### src/hw/serial_port_pkg.sv
// package: register map, field positions, reset values and types for the serial port
package serial_port_pkg;

	localparam logic [11:0] ctrl_addr      = 12'h000;
	localparam logic [11:0] data_addr      = 12'h004;
	localparam logic [11:0] option_addr    = 12'h008;

	localparam int ctrl_clock_source_bit    = 7;
	localparam int ctrl_role_rate_high_bit  = 6;
	localparam int ctrl_role_rate_low_bit   = 5;
	localparam int ctrl_port_enable_bit     = 4;
	localparam int ctrl_bit_order_bit       = 3;
	localparam int ctrl_select_enable_bit   = 2;
	localparam int ctrl_collision_bit       = 1;
	localparam int ctrl_done_bit            = 0;

	localparam int opt_clock_polarity_bit   = 0;
	localparam int opt_collision_detect_bit = 1;
	localparam int opt_select_line_bit      = 2;

	localparam logic [7:0] ctrl_reset       = 8'h60;
	localparam logic [2:0] option_reset     = 3'h0;
	localparam logic [7:0] data_reset       = 8'h00;

	localparam logic [1:0] rate_base        = 2'h0;
	localparam logic [1:0] rate_div4        = 2'h1;
	localparam logic [1:0] rate_div16       = 2'h2;
	localparam logic [1:0] rate_slave       = 2'h3;

	localparam logic [4:0] half_base        = 5'h01;
	localparam logic [4:0] half_div4        = 5'h02;
	localparam logic [4:0] half_div16       = 5'h08;
	localparam logic [3:0] bits_per_byte    = 4'h8;

	localparam logic [1:0] resp_okay        = 2'h0;
	localparam logic [1:0] resp_slverr      = 2'h2;

	typedef enum {st_idle, st_lead, st_trail} shift_state_t;

	typedef struct packed {
		logic sck;
		logic sdo;
		logic cs_n;
	} pin_out_t;

	typedef struct packed {
		logic sck;
		logic sdo;
		logic sdi;
		logic cs_n;
	} pin_oe_n_t;

endpackage : serial_port_pkg

### src/hw/serial_peripheral_port.sv
// serial peripheral port: byte shift engine, master/slave, with an AXI4-Lite register slave
//
// Decided for this implementation: the address map and the AXI4-Lite register port.
`timescale 1ns/1ns
module serial_peripheral_port
	import serial_port_pkg::*;
(
	input  wire logic        clk,              // 25 MHz system clock
	input  wire logic        rst_n,            // asynchronous reset, active low
	input  wire logic        halt,             // processor halted, shifting carries on
	input  wire logic [11:0] s_axi_awaddr,     // write address
	input  wire logic        s_axi_awvalid,    // write address valid
	output logic             s_axi_awready,    // write address ready
	input  wire logic [31:0] s_axi_wdata,      // write data
	input  wire logic [3:0]  s_axi_wstrb,      // write byte strobes
	input  wire logic        s_axi_wvalid,     // write data valid
	output logic             s_axi_wready,     // write data ready
	output logic [1:0]       s_axi_bresp,      // write response
	output logic             s_axi_bvalid,     // write response valid
	input  wire logic        s_axi_bready,     // write response ready
	input  wire logic [11:0] s_axi_araddr,     // read address
	input  wire logic        s_axi_arvalid,    // read address valid
	output logic             s_axi_arready,    // read address ready
	output logic [31:0]      s_axi_rdata,      // read data
	output logic [1:0]       s_axi_rresp,      // read response
	output logic             s_axi_rvalid,     // read data valid
	input  wire logic        s_axi_rready,     // read data ready
	input  wire logic        sck_in,           // serial clock pin level
	input  wire logic        sdi_in,           // data-in pin level
	input  wire logic        cs_n_in,          // slave_select_n pin level
	output pin_out_t         pin_out,          // levels driven on sck, sdo, slave_select_n
	output pin_oe_n_t        pin_oe_n,         // output enables, low drives the pin
	output logic             pins_function,    // shared_port_pins belong to the port
	output logic             pullup_disable,   // pull-ups on shared_port_pins off
	output logic             serial_bus_interrupt // transfer done, level
);

	logic [7:0]   ctrl_reg;
	logic [2:0]   option_reg;
	logic [7:0]   data_reg;
	logic [7:0]   shift_reg;
	logic [3:0]   bit_cnt_reg;
	logic [4:0]   half_cnt_reg;
	logic         prescale_reg;
	logic         sck_reg;
	logic         sdo_reg;
	logic         busy_reg;
	logic         enable_seen_reg;
	shift_state_t state_reg;
	logic [2:0]   sck_sync_reg;
	logic [2:0]   sdi_sync_reg;
	logic [2:0]   cs_sync_reg;
	logic         sck_level_reg;
	logic         aw_held_reg;
	logic         w_held_reg;
	logic [11:0]  aw_addr_reg;
	logic [31:0]  w_data_reg;
	logic [3:0]   w_strb_reg;

	// register map, low byte of each word, upper bits read zero:
	//   control: source select, role/rate pair, enable, bit order,
	//            select enable, collision flag, done flag
	//   data:    a write loads the shift buffer only, a read gives the
	//            byte latched at the end of the last completed transfer
	//   option:  clock polarity, collision detect, select line
	// unmapped offsets answer with a slave error and change nothing
	//
	// write path: address and data are each held once taken, in either
	// order; the register acts in the cycle after the later one, and the
	// response rises at the same clock edge as the register write
	// read path: data is registered, so rvalid follows arvalid by one cycle
	//
	// the flags live in the control register itself so that a software
	// write and a hardware event in the same cycle resolve in one place;
	// the event wins, otherwise a completion could be lost
	//
	// control field views
	wire       port_enable        = ctrl_reg[ctrl_port_enable_bit];
	wire [1:0] role_rate          = {ctrl_reg[ctrl_role_rate_high_bit], ctrl_reg[ctrl_role_rate_low_bit]};
	wire       slave_role         = (role_rate == rate_slave);
	wire       msb_first          = ctrl_reg[ctrl_bit_order_bit];
	wire       select_option      = option_reg[opt_select_line_bit];
	wire       select_line_enable = ctrl_reg[ctrl_select_enable_bit] & select_option;
	wire       clock_polarity     = option_reg[opt_clock_polarity_bit];
	wire       collision_option   = option_reg[opt_collision_detect_bit];

	// rate selection
	//   00: one base tick per half period, fastest master rate
	//   01: two base ticks per half period, base/4
	//   10: eight base ticks per half period, base/16
	//   11: slave, timing taken from the clock pin
	// the divider is free running; a start clears it so the first half
	// period of a byte is full length when the source bit is set; with it
	// clear the prescaler is not cleared, so it can be one system clock short
	//
	// base clock enable: every cycle when source bit set, every other cycle otherwise
	wire base_tick = ctrl_reg[ctrl_clock_source_bit] | prescale_reg;

	wire [4:0] half_period = (role_rate == rate_div4)  ? half_div4 :
	                         (role_rate == rate_div16) ? half_div16 : half_base;
	wire half_tick = base_tick && (half_cnt_reg == half_period - 5'h01);

	// slave side limitation: every pin passes three flops, so the
	// external clock must stay in each level for at least two system
	// clocks; faster masters lose bits
	//
	// pin synchronisers: a change counts once stages two and three agree
	wire sck_stable    = (sck_sync_reg[1] == sck_sync_reg[2]);
	wire sck_now       = sck_stable ? sck_sync_reg[2] : sck_level_reg;
	// polarity option 1 makes the inverted clock the timing reference
	wire ext_lead      = (sck_now != sck_level_reg) && (sck_now == ~clock_polarity);
	wire ext_trail     = (sck_now != sck_level_reg) && (sck_now == clock_polarity);
	wire sdi_bit       = sdi_sync_reg[2];
	wire cs_asserted   = ~cs_sync_reg[2] | ~select_line_enable;
	wire slave_go      = slave_role && cs_asserted;

	wire master_lead   = ~slave_role && half_tick && (state_reg == st_lead);
	wire master_trail  = ~slave_role && half_tick && (state_reg == st_trail);
	wire lead_edge     = slave_role ? (slave_go && ext_lead)  : master_lead;
	wire trail_edge    = slave_role ? (slave_go && ext_trail) : master_trail;
	wire last_bit      = (bit_cnt_reg == bits_per_byte - 4'h1);
	wire byte_done     = busy_reg && trail_edge && last_bit;
	wire [7:0] shifted = msb_first ? {shift_reg[6:0], sdi_bit} : {sdi_bit, shift_reg[7:1]};
	wire out_bit       = msb_first ? shift_reg[7] : shift_reg[0];

	// the shift buffer is one register for both directions: the leading
	// edge takes a bit in at one end while the trailing edge presents the
	// next bit from the other end
	//
	// register bus decode
	wire        wr_fire   = aw_held_reg && w_held_reg && !s_axi_bvalid;
	wire        wr_ctrl   = wr_fire && (aw_addr_reg == ctrl_addr) && w_strb_reg[0];
	wire        wr_data   = wr_fire && (aw_addr_reg == data_addr) && w_strb_reg[0];
	wire        wr_option = wr_fire && (aw_addr_reg == option_addr) && w_strb_reg[0];
	wire        wr_mapped = (aw_addr_reg == ctrl_addr) || (aw_addr_reg == data_addr) ||
	                        (aw_addr_reg == option_addr);
	wire        rd_mapped = (s_axi_araddr == ctrl_addr) || (s_axi_araddr == data_addr) ||
	                        (s_axi_araddr == option_addr);
	wire [7:0]  ctrl_view = {ctrl_reg[7:3], select_line_enable, ctrl_reg[1:0]};
	wire [31:0] rd_word   = (s_axi_araddr == ctrl_addr)   ? {24'h000000, ctrl_view} :
	                        (s_axi_araddr == data_addr)   ? {24'h000000, data_reg} :
	                        (s_axi_araddr == option_addr) ? {29'h00000000, option_reg} : 32'h00000000;
	wire        data_load = wr_data && port_enable && !busy_reg;
	wire        collision = wr_data && port_enable && busy_reg && collision_option;
	wire        start     = data_load && ~slave_role;
	wire [7:0]  wbyte     = w_data_reg[7:0];

	assign s_axi_awready = !aw_held_reg;
	assign s_axi_wready  = !w_held_reg;
	assign s_axi_arready = !s_axi_rvalid;

	always_ff @(posedge clk or negedge rst_n) begin
		if (!rst_n) begin
			aw_held_reg <= 1'b0;
			w_held_reg  <= 1'b0;
			aw_addr_reg <= 12'h000;
			w_data_reg  <= 32'h00000000;
			w_strb_reg  <= 4'h0;
			s_axi_bvalid <= 1'b0;
			s_axi_bresp  <= resp_okay;
		end else begin
			if (s_axi_awvalid && s_axi_awready) begin
				aw_held_reg <= 1'b1;
				aw_addr_reg <= s_axi_awaddr;
			end else if (wr_fire) begin
				aw_held_reg <= 1'b0;
			end
			if (s_axi_wvalid && s_axi_wready) begin
				w_held_reg <= 1'b1;
				w_data_reg <= s_axi_wdata;
				w_strb_reg <= s_axi_wstrb;
			end else if (wr_fire) begin
				w_held_reg <= 1'b0;
			end
			if (wr_fire) begin
				s_axi_bvalid <= 1'b1;
				s_axi_bresp  <= wr_mapped ? resp_okay : resp_slverr;
			end else if (s_axi_bready) begin
				s_axi_bvalid <= 1'b0;
			end
		end
	end

	// read data is captured when the address is taken; a later change of
	// the addressed register does not alter an answer already waiting
	//
	always_ff @(posedge clk or negedge rst_n) begin
		if (!rst_n) begin
			s_axi_rvalid <= 1'b0;
			s_axi_rdata  <= 32'h00000000;
			s_axi_rresp  <= resp_okay;
		end else if (s_axi_arvalid && s_axi_arready) begin
			s_axi_rvalid <= 1'b1;
			s_axi_rdata  <= rd_word;
			s_axi_rresp  <= rd_mapped ? resp_okay : resp_slverr;
		end else if (s_axi_rready) begin
			s_axi_rvalid <= 1'b0;
		end
	end

	// disabling the port clears both flags, even in the cycle of the
	// write that disables it, so no stale completion survives a restart
	//
	// control register; hardware set of a flag wins over a software clear
	always_ff @(posedge clk or negedge rst_n) begin
		if (!rst_n) begin
			ctrl_reg   <= ctrl_reset;
			option_reg <= option_reset;
		end else begin
			if (wr_option)
				option_reg <= wbyte[2:0];
			if (wr_ctrl) begin
				ctrl_reg[7:2] <= wbyte[7:2];
				ctrl_reg[ctrl_collision_bit] <= wbyte[ctrl_collision_bit] | collision;
				ctrl_reg[ctrl_done_bit]      <= wbyte[ctrl_done_bit] | byte_done;
				if (!wbyte[ctrl_port_enable_bit])
					ctrl_reg[1:0] <= 2'h0;
			end else if (!port_enable) begin
				ctrl_reg[1:0] <= 2'h0;
			end else begin
				if (collision)
					ctrl_reg[ctrl_collision_bit] <= 1'b1;
				if (byte_done)
					ctrl_reg[ctrl_done_bit] <= 1'b1;
			end
		end
	end

	always_ff @(posedge clk or negedge rst_n) begin
		if (!rst_n) begin
			sck_sync_reg  <= 3'h0;
			sdi_sync_reg  <= 3'h0;
			cs_sync_reg   <= 3'h7;
			sck_level_reg <= 1'b0;
			prescale_reg  <= 1'b0;
		end else begin
			sck_sync_reg  <= {sck_sync_reg[1:0], sck_in};
			sdi_sync_reg  <= {sdi_sync_reg[1:0], sdi_in};
			cs_sync_reg   <= {cs_sync_reg[1:0], cs_n_in};
			sck_level_reg <= sck_now;
			prescale_reg  <= ~prescale_reg;
		end
	end

	// the halt input is kept only to show the port as halt tolerant;
	// nothing below looks at it, and reception goes on
	//
	// shift engine; halt is deliberately not an input to it
	always_ff @(posedge clk or negedge rst_n) begin
		if (!rst_n) begin
			state_reg       <= st_idle;
			busy_reg        <= 1'b0;
			bit_cnt_reg     <= 4'h0;
			half_cnt_reg    <= 5'h00;
			shift_reg       <= data_reset;
			data_reg        <= data_reset;
			sck_reg         <= 1'b0;
			sdo_reg         <= 1'b0;
			enable_seen_reg <= 1'b0;
		end else if (!port_enable) begin
			state_reg       <= st_idle;
			busy_reg        <= 1'b0;
			enable_seen_reg <= 1'b0;
			sck_reg         <= 1'b0;
			sdo_reg         <= 1'b0;
		end else begin
			enable_seen_reg <= 1'b1;
			if (!enable_seen_reg) begin
				sck_reg <= 1'b0;
				sdo_reg <= 1'b0;
			end
			if (base_tick)
				half_cnt_reg <= half_tick ? 5'h00 : half_cnt_reg + 5'h01;
			if (data_load) begin
				shift_reg    <= wbyte;
				sdo_reg      <= msb_first ? wbyte[7] : wbyte[0];
				bit_cnt_reg  <= 4'h0;
				half_cnt_reg <= 5'h00;
				busy_reg     <= start;
				state_reg    <= start ? st_lead : st_idle;
				sck_reg      <= 1'b0;
			end else begin
				case (state_reg)
					st_idle: begin
						if (slave_role && slave_go && ext_lead)
							busy_reg <= 1'b1;
					end
					st_lead: begin
						if (master_lead) begin
							sck_reg   <= 1'b1;
							state_reg <= st_trail;
						end
					end
					st_trail: begin
						if (master_trail) begin
							sck_reg   <= 1'b0;
							state_reg <= last_bit ? st_idle : st_lead;
						end
					end
					default: state_reg <= st_idle;
				endcase
				if (lead_edge && (busy_reg || slave_role))
					shift_reg <= shifted;
				if (trail_edge && (busy_reg || (slave_role && slave_go))) begin
					sdo_reg <= msb_first ? shift_reg[7] : shift_reg[0];
					bit_cnt_reg <= last_bit ? 4'h0 : bit_cnt_reg + 4'h1;
				end
				if (byte_done) begin
					busy_reg <= 1'b0;
					data_reg <= shift_reg;
				end
			end
		end
	end

	// pins: output enables active low; all float while disabled
	wire master_drive = port_enable & ~slave_role;
	wire select_drive = master_drive & select_line_enable;
	wire cs_level     = ~busy_reg & enable_seen_reg;

	always_comb begin
		pin_out.sck   = sck_reg ^ clock_polarity;
		pin_out.sdo   = sdo_reg;
		pin_out.cs_n  = cs_level;
		pin_oe_n.sck  = ~master_drive;
		pin_oe_n.sdo  = ~port_enable;
		pin_oe_n.sdi  = 1'b1;
		pin_oe_n.cs_n = ~select_drive;
	end

	// pin ownership and pull-up control simply follow the enable bit;
	// an external pull-up on the select pin keeps it high while floating
	//

	assign pins_function        = port_enable;
	assign pullup_disable       = port_enable;
	assign serial_bus_interrupt = ctrl_reg[ctrl_done_bit];

	wire unused_ok = &{1'b0, halt, out_bit, s_axi_wdata[31:8], w_data_reg[31:8], w_strb_reg[3:1]};

endmodule : serial_peripheral_port

### config.mk
export PLATFORM = sky130hd
export DESIGN_NAME = serial_peripheral_port
export DESIGN_NICKNAME = d
export VERILOG_FILES = /design/src/hw/serial_port_pkg.sv /design/src/hw/serial_peripheral_port.sv
export SDC_FILE = /design/constraint.sdc
export NUM_CORES = 1
export LEC_CHECK = 0
export BUFFER_PORTS_ARGS = -buffer_cell sky130_fd_sc_hd__buf_2
export CAP_MARGIN = 20
export CORE_ASPECT_RATIO = 0.6
export CORE_MARGIN = 3
export CORE_UTILIZATION = 52
export DETAILED_ROUTE_END_ITERATION = 6
export HOLD_SLACK_MARGIN = 0.08
export PLACE_DENSITY_LB_ADDON = 0.08
export SLEW_MARGIN = 20
export SYNTH_ARGS = -nofsm -noshare
export SYNTH_HDL_FRONTEND = slang
export SYNTH_SLANG_ARGS = --single-unit
### constraint.sdc
create_clock -name clk -period 2.9 [get_ports clk]
set_clock_uncertainty 0.05 [all_clocks]
set_input_delay 0.58 -clock clk [delete_from_list [all_inputs] [get_ports clk]]
set_output_delay 0.58 -clock clk [all_outputs]
set_load 0.005 [all_outputs]
[After elaboration in Yosys (flattened, before gate mapping)]
Index checks and enable logic that the tools add are counted.
Storage, ports and cells
  bits in registers: 144
  input port bits: 71
  output and inout bits: 51
  word-level logic and storage cells: 189
Operators by class
  $add $sub $neg: 3
  eq/ne operators: 25
  muxes and demuxes: 56
  bitwise logic cells: 19
  reductions and logical operators: 58
Operators by type and width (count)
  $mux W32: 4
  $pmux W32 S3: 1
  $eq A32 B2 Y1 const B: 2
  $mux W8: 5
  $eq A32 B1 Y1 const B: 1
  $eq A32 B3 Y1 const B: 1
  $logic_not A32 Y1: 1
  $logic_and A1 B1 Y1: 31
  $mux W1: 31
  $eq A12 B3 Y1 const B: 2
  $eq A12 B4 Y1 const B: 2
  $logic_not A12 Y1: 2
  $mux W4: 5
  $mux W5: 3
  $reduce_bool A2 Y1: 7
  $mux W2: 5
  $not A1 Y1: 10
  $ne A4 B1 Y1 const B: 2
  $ne A4 B4 Y1 const B: 2
  $reduce_and A2 Y1: 4
  $logic_or A1 B1 Y1: 6
  $ne A3 B1 Y1 const B: 2
  $reduce_and A3 Y1: 2
  $add A5 B1 Y5 const B: 1
  other kinds (16): 29

[Logic depth before layout (Yosys ltp)]
  word-level depth: 14
  mapped depth: 7

[Worst setup path after synthesis]
OpenSTA, ideal clock, no wires.
  kind: flip-flop to flip-flop
  start: register ctrl_reg[5]
  end: register data_reg[0]
  arrival time: 2.341 ns
  setup slack: 0.384 ns
  cell stages (with the launch flop): 8
  period minus slack after synthesis: 2.516 ns
  cells stage by stage: dfstp_2 > inv_1 > ha_1 > xor2_1 > o2111ai_1 > o31ai_1 > nand4_2 > mux2_2
Between the ends
  cells in the longest elaborated chain, start to end: 12
  elaborated cells on any way between the ends: 17
  those cells by class: add/sub: 1; eq/ne: 4; mux: 3; bitwise: 1; reduce/logical: 8
RTL lines
  from (decl): RTL line serial_peripheral_port.sv:38  | logic [7:0] ctrl_reg;
  from (signal assigned): RTL line serial_peripheral_port.sv:207  | ctrl_reg <= ctrl_reset;
  from (signal assigned): RTL line serial_peripheral_port.sv:213  | ctrl_reg[7:2] <= wbyte[7:2];
  from (signal, indexed assignment): RTL line serial_peripheral_port.sv:214  | ctrl_reg[ctrl_collision_bit] <= wbyte[ctrl_collision_bit] | collision;
  $eq A2 B2 Y1: RTL line serial_peripheral_port.sv:100  | (role_rate == rate_div16) ? half_div16 : half_base;
  $mux W4: RTL line serial_peripheral_port.sv:100
  $mux W4: RTL line serial_peripheral_port.sv:99  | wire [4:0] half_period = (role_rate == rate_div4) ? half_div4 :
  $sub A4 B1 Y5: RTL line serial_peripheral_port.sv:101  | wire half_tick = base_tick && (half_cnt_reg == half_period - 5'h01);
  $eq A5 B5 Y1: RTL line serial_peripheral_port.sv:101
  $logic_and A1 B1 Y1: RTL line serial_peripheral_port.sv:101
  $logic_and A1 B1 Y1 (2 in a row): RTL line serial_peripheral_port.sv:118  | wire master_trail = ~slave_role && half_tick && (state_reg == st_trail);
  $mux W1 (*): RTL line serial_peripheral_port.sv:120  | wire trail_edge = slave_role ? (slave_go && ext_trail) : master_trail;
  $logic_and A1 B1 Y1 (*) (2 in a row): RTL line serial_peripheral_port.sv:122  | wire byte_done = busy_reg && trail_edge && last_bit;
  $reduce_and A3 Y1 (no source line) (*)
  to (signal assigned): RTL line serial_peripheral_port.sv:256  | data_reg <= data_reset;
  to (signal assigned): RTL line serial_peripheral_port.sv:310  | data_reg <= shift_reg;
  to (decl): RTL line serial_peripheral_port.sv:40  | logic [7:0] data_reg;
Mark *: on every way between the ends. The rest lies on a longest branch, timed or not.
A chain may end at the register's enable or synchronous reset.

[Final worst setup path]
  start: register ctrl_reg[5]
  end: register data_reg[2]
Same word-level chain as after synthesis.

==> run_results.csv <==
group,metric,value,unit
run_status,status,"complete, no violations",
sta,hold_viol,0,
sta,fmax,0.393,GHz
placed_design,post-dp-hpwl,6830,um
synth,ys_types,58,
clock_network,postCtsSetupBuffers,0,
floorplan,die_x,125,um
critical_path,path_class,"flop to flop",
critical_path,crit_path_end_kind,"flop",
synth,synth_top_area_frac,0.472,
sta,slew_viol_final,0,
global_route,grt_antenna_before_repair,0,
critical_path,required,3.07,ns
clock_network,htreeDepth,3,
placed_design,place_congestion,0.947,
clock_network,insertion_delay,0.34,ns
clock_network,ctsHoldBuffers,0,
global_route,grt_pass1_vias,3003,
floorplan,fp-row-count,25,
synth,synth_area_leaders,"dfrtp_1 47%, mux2_2 14%, buf_4 5.1%",
clock_network,post_cts_resized,0,
route,drt_first_pass_iters,4,
min_path,hold_path.class,"primary input to asynchronous set/reset pin",
placed_design,io_buffers,66,
pwr,power_leakage,2.43,nW
route,antenna_left,0,
global_route,grtUsageTotal,0.202,
pwr,vdd_ir_drop_max,0.497,mV
critical_path,cp-start-kind,"flop",
floorplan,placeableCoreArea,0.00804,mm^2
layout,antennaDiodeCount,0,
floorplan,start_util,0.547,
synth,ys.warnings.count,0,
route,drc,0,
clock_network,cts_tree,"yes",
synth,synth_cells,376,
synth,syn_area,0.00440,mm^2
global_route,grt.overflow.total,0,
synth,yosysTopAreaCell,"dfrtp_1",
sta,finalCritPeriodShare,0.878,
pwr,p_total,3.29,mW
flow_run,maxCapViolations,0,
sta,slew_headroom,0.601,
critical_path,worst-path-max-fanout,8,
sta,tightest_slew,0.594,ns
route,viasPerCell,5.55,
layout,largest_register_ffs,12,
synth,ys_ff_latch,88,
global_route,grt_pass1_wl,15400,um
floorplan,die-area,0.00964,mm^2
floorplan,io_pins,122,
synth,yosysSeqAreaShare,0.502,
synth,syn_avg_cell_area,11.7,um^2
route,dr_total_vias,3092,
sta,rsz0062_at_grt,"no",
critical_path,crit_arrival,2.72,ns
layout,area_growth,15.4,%
clock_network,numCtsBuffers,9,
clock_network,clock-root-buffer,"clkbuf_16",
layout,fin_nets,523,
clock_network,path_clk_slew,0.06,ns
global_route,grt_max_degree,56,
floorplan,fp.dieH,77.3,um
route,wl_per_cell,16.8,um
layout,final_common_cell,"dfrtp_1",
sta,setup_violations,0,
route,drt-initial-drc-count,188,
layout,mostFrequentLayoutCells,"83 x dfrtp_1, 65 x buf_2, 56 x mux2_2",
pwr,power_density,648,mW/mm^2
route,wirelength,9370,um
sta,setup_tns,0,ns
clock_network,cts_sinks,88,
synth,synth-edff-count,0,
layout,drive_gt1_frac,0.372,
synth,ys_async_sr_fraction,1.00,
sta,period_needed,2.55,ns
clock_network,clockBufferDepth,2,
synth,dominantRegCellSynth,"dfrtp_1",
layer usage:
layer | vias to the layer above | track usage | part of all wire
met5 | - | 0 | 0
met4 | 0 | 0.0580 | 0.011
met3 | 12 | 0.0612 | 0.065
met2 | 114 | 0.284 | 0.42
met1 | 1516 | 0.301 | 0.50
li1 | 1450 | - | -
worst paths after layout:
check	cells after the start	from	end	slack [ns]
min in group clk	1	cs_n_in	cs_sync_reg[0]	0.29
worst max register to register	7	ctrl_reg[5]	data_reg[2]	0.35
max in group asynchronous	2	rst_n	cs_sync_reg[1]	1.97
worst max-delay path	7	ctrl_reg[5]	data_reg[2]	0.35
worst min register to register	0	sdi_sync_reg[1]	sdi_sync_reg[2]	0.30
worst min-delay path	1	rst_n	s_axi_rdata[6]	0.14
cells in the mapped netlist, types with 3 or more instances:
cell type and n:
a21oi_1 9, a22o_1 5, a22oi_1 7, a31oi_1 4, buf_4 30, clkbuf_1 10
dfrtp_1 83, dfstp_2 5, ha_1 8, inv_1 12, mux2_2 56, mux2_4 6
nand2_1 20, nand3_1 7, nor2_1 18, nor2b_1 5, nor3_1 5, nor3b_1 3
nor4_1 5, nor4b_1 3, o21ai_0 21, o31ai_1 6
logic make-up after synthesis:
group | count (synthesis) | synth area share
adder cells (fa/ha/maj) | 9 | 0.0250
XOR/XNOR | 2 | 0.00398
AO/OA/AOI/OAI | 70 | 0.108
AND/OR/NAND/NOR | 84 | 0.111
multiplexers | 65 | 0.173
flip-flops | 88 | 0.502
buffers and inverters | 56 | 0.0756
other | 2 | 0.00171
layout make-up:
cell class	instances	area (um^2)
Multi-Input combinational cell	257	1950
Fill cell	638	2960
Sequential cell	88	2210
Clock inverter	7	96.3
Timing Repair Buffer	75	413
Tap cell	108	135
Clock buffer	9	225
Inverter	13	48.8
critical path: stages, from the launching register on:
cell,delay (ns)
dfstp_2,0.55
inv_1,0.05
ha_1,0.29
xor2_1,0.19
o2111ai_1,0.20
o31ai_1,0.37
nand4_2,0.34
mux2_2,0.39
stage by stage:
step | instance area, um^2 | setup WS (ns) | hold WS (ns) | utilization | instances
final | 5080 | 0.354 | 0.142 | 0.632 | 557
after global routing | 5080 | 0.163 | 0.162 | 0.632 | 557
after CTS | 5080 | 0.347 | 0.149 | 0.632 | 557
after detailed placement | 4760 | 0.362 | 0.287 | 0.592 | 541
after global placement | 4760 | 0.413 | 0.284 | 0.592 | 541
after floorplan | 4490 | 0.384 | 0.234 | - | 401
report_power, final:
group / internal, mW / leakage, nW / switching [mW]
sequential: 1.42 / 1.13 / 0.181
combinational: 0.254 / 1.15 / 0.199
clock: 0.754 / 0.148 / 0.478
Note: power is estimated with default switching activity, not from simulation.
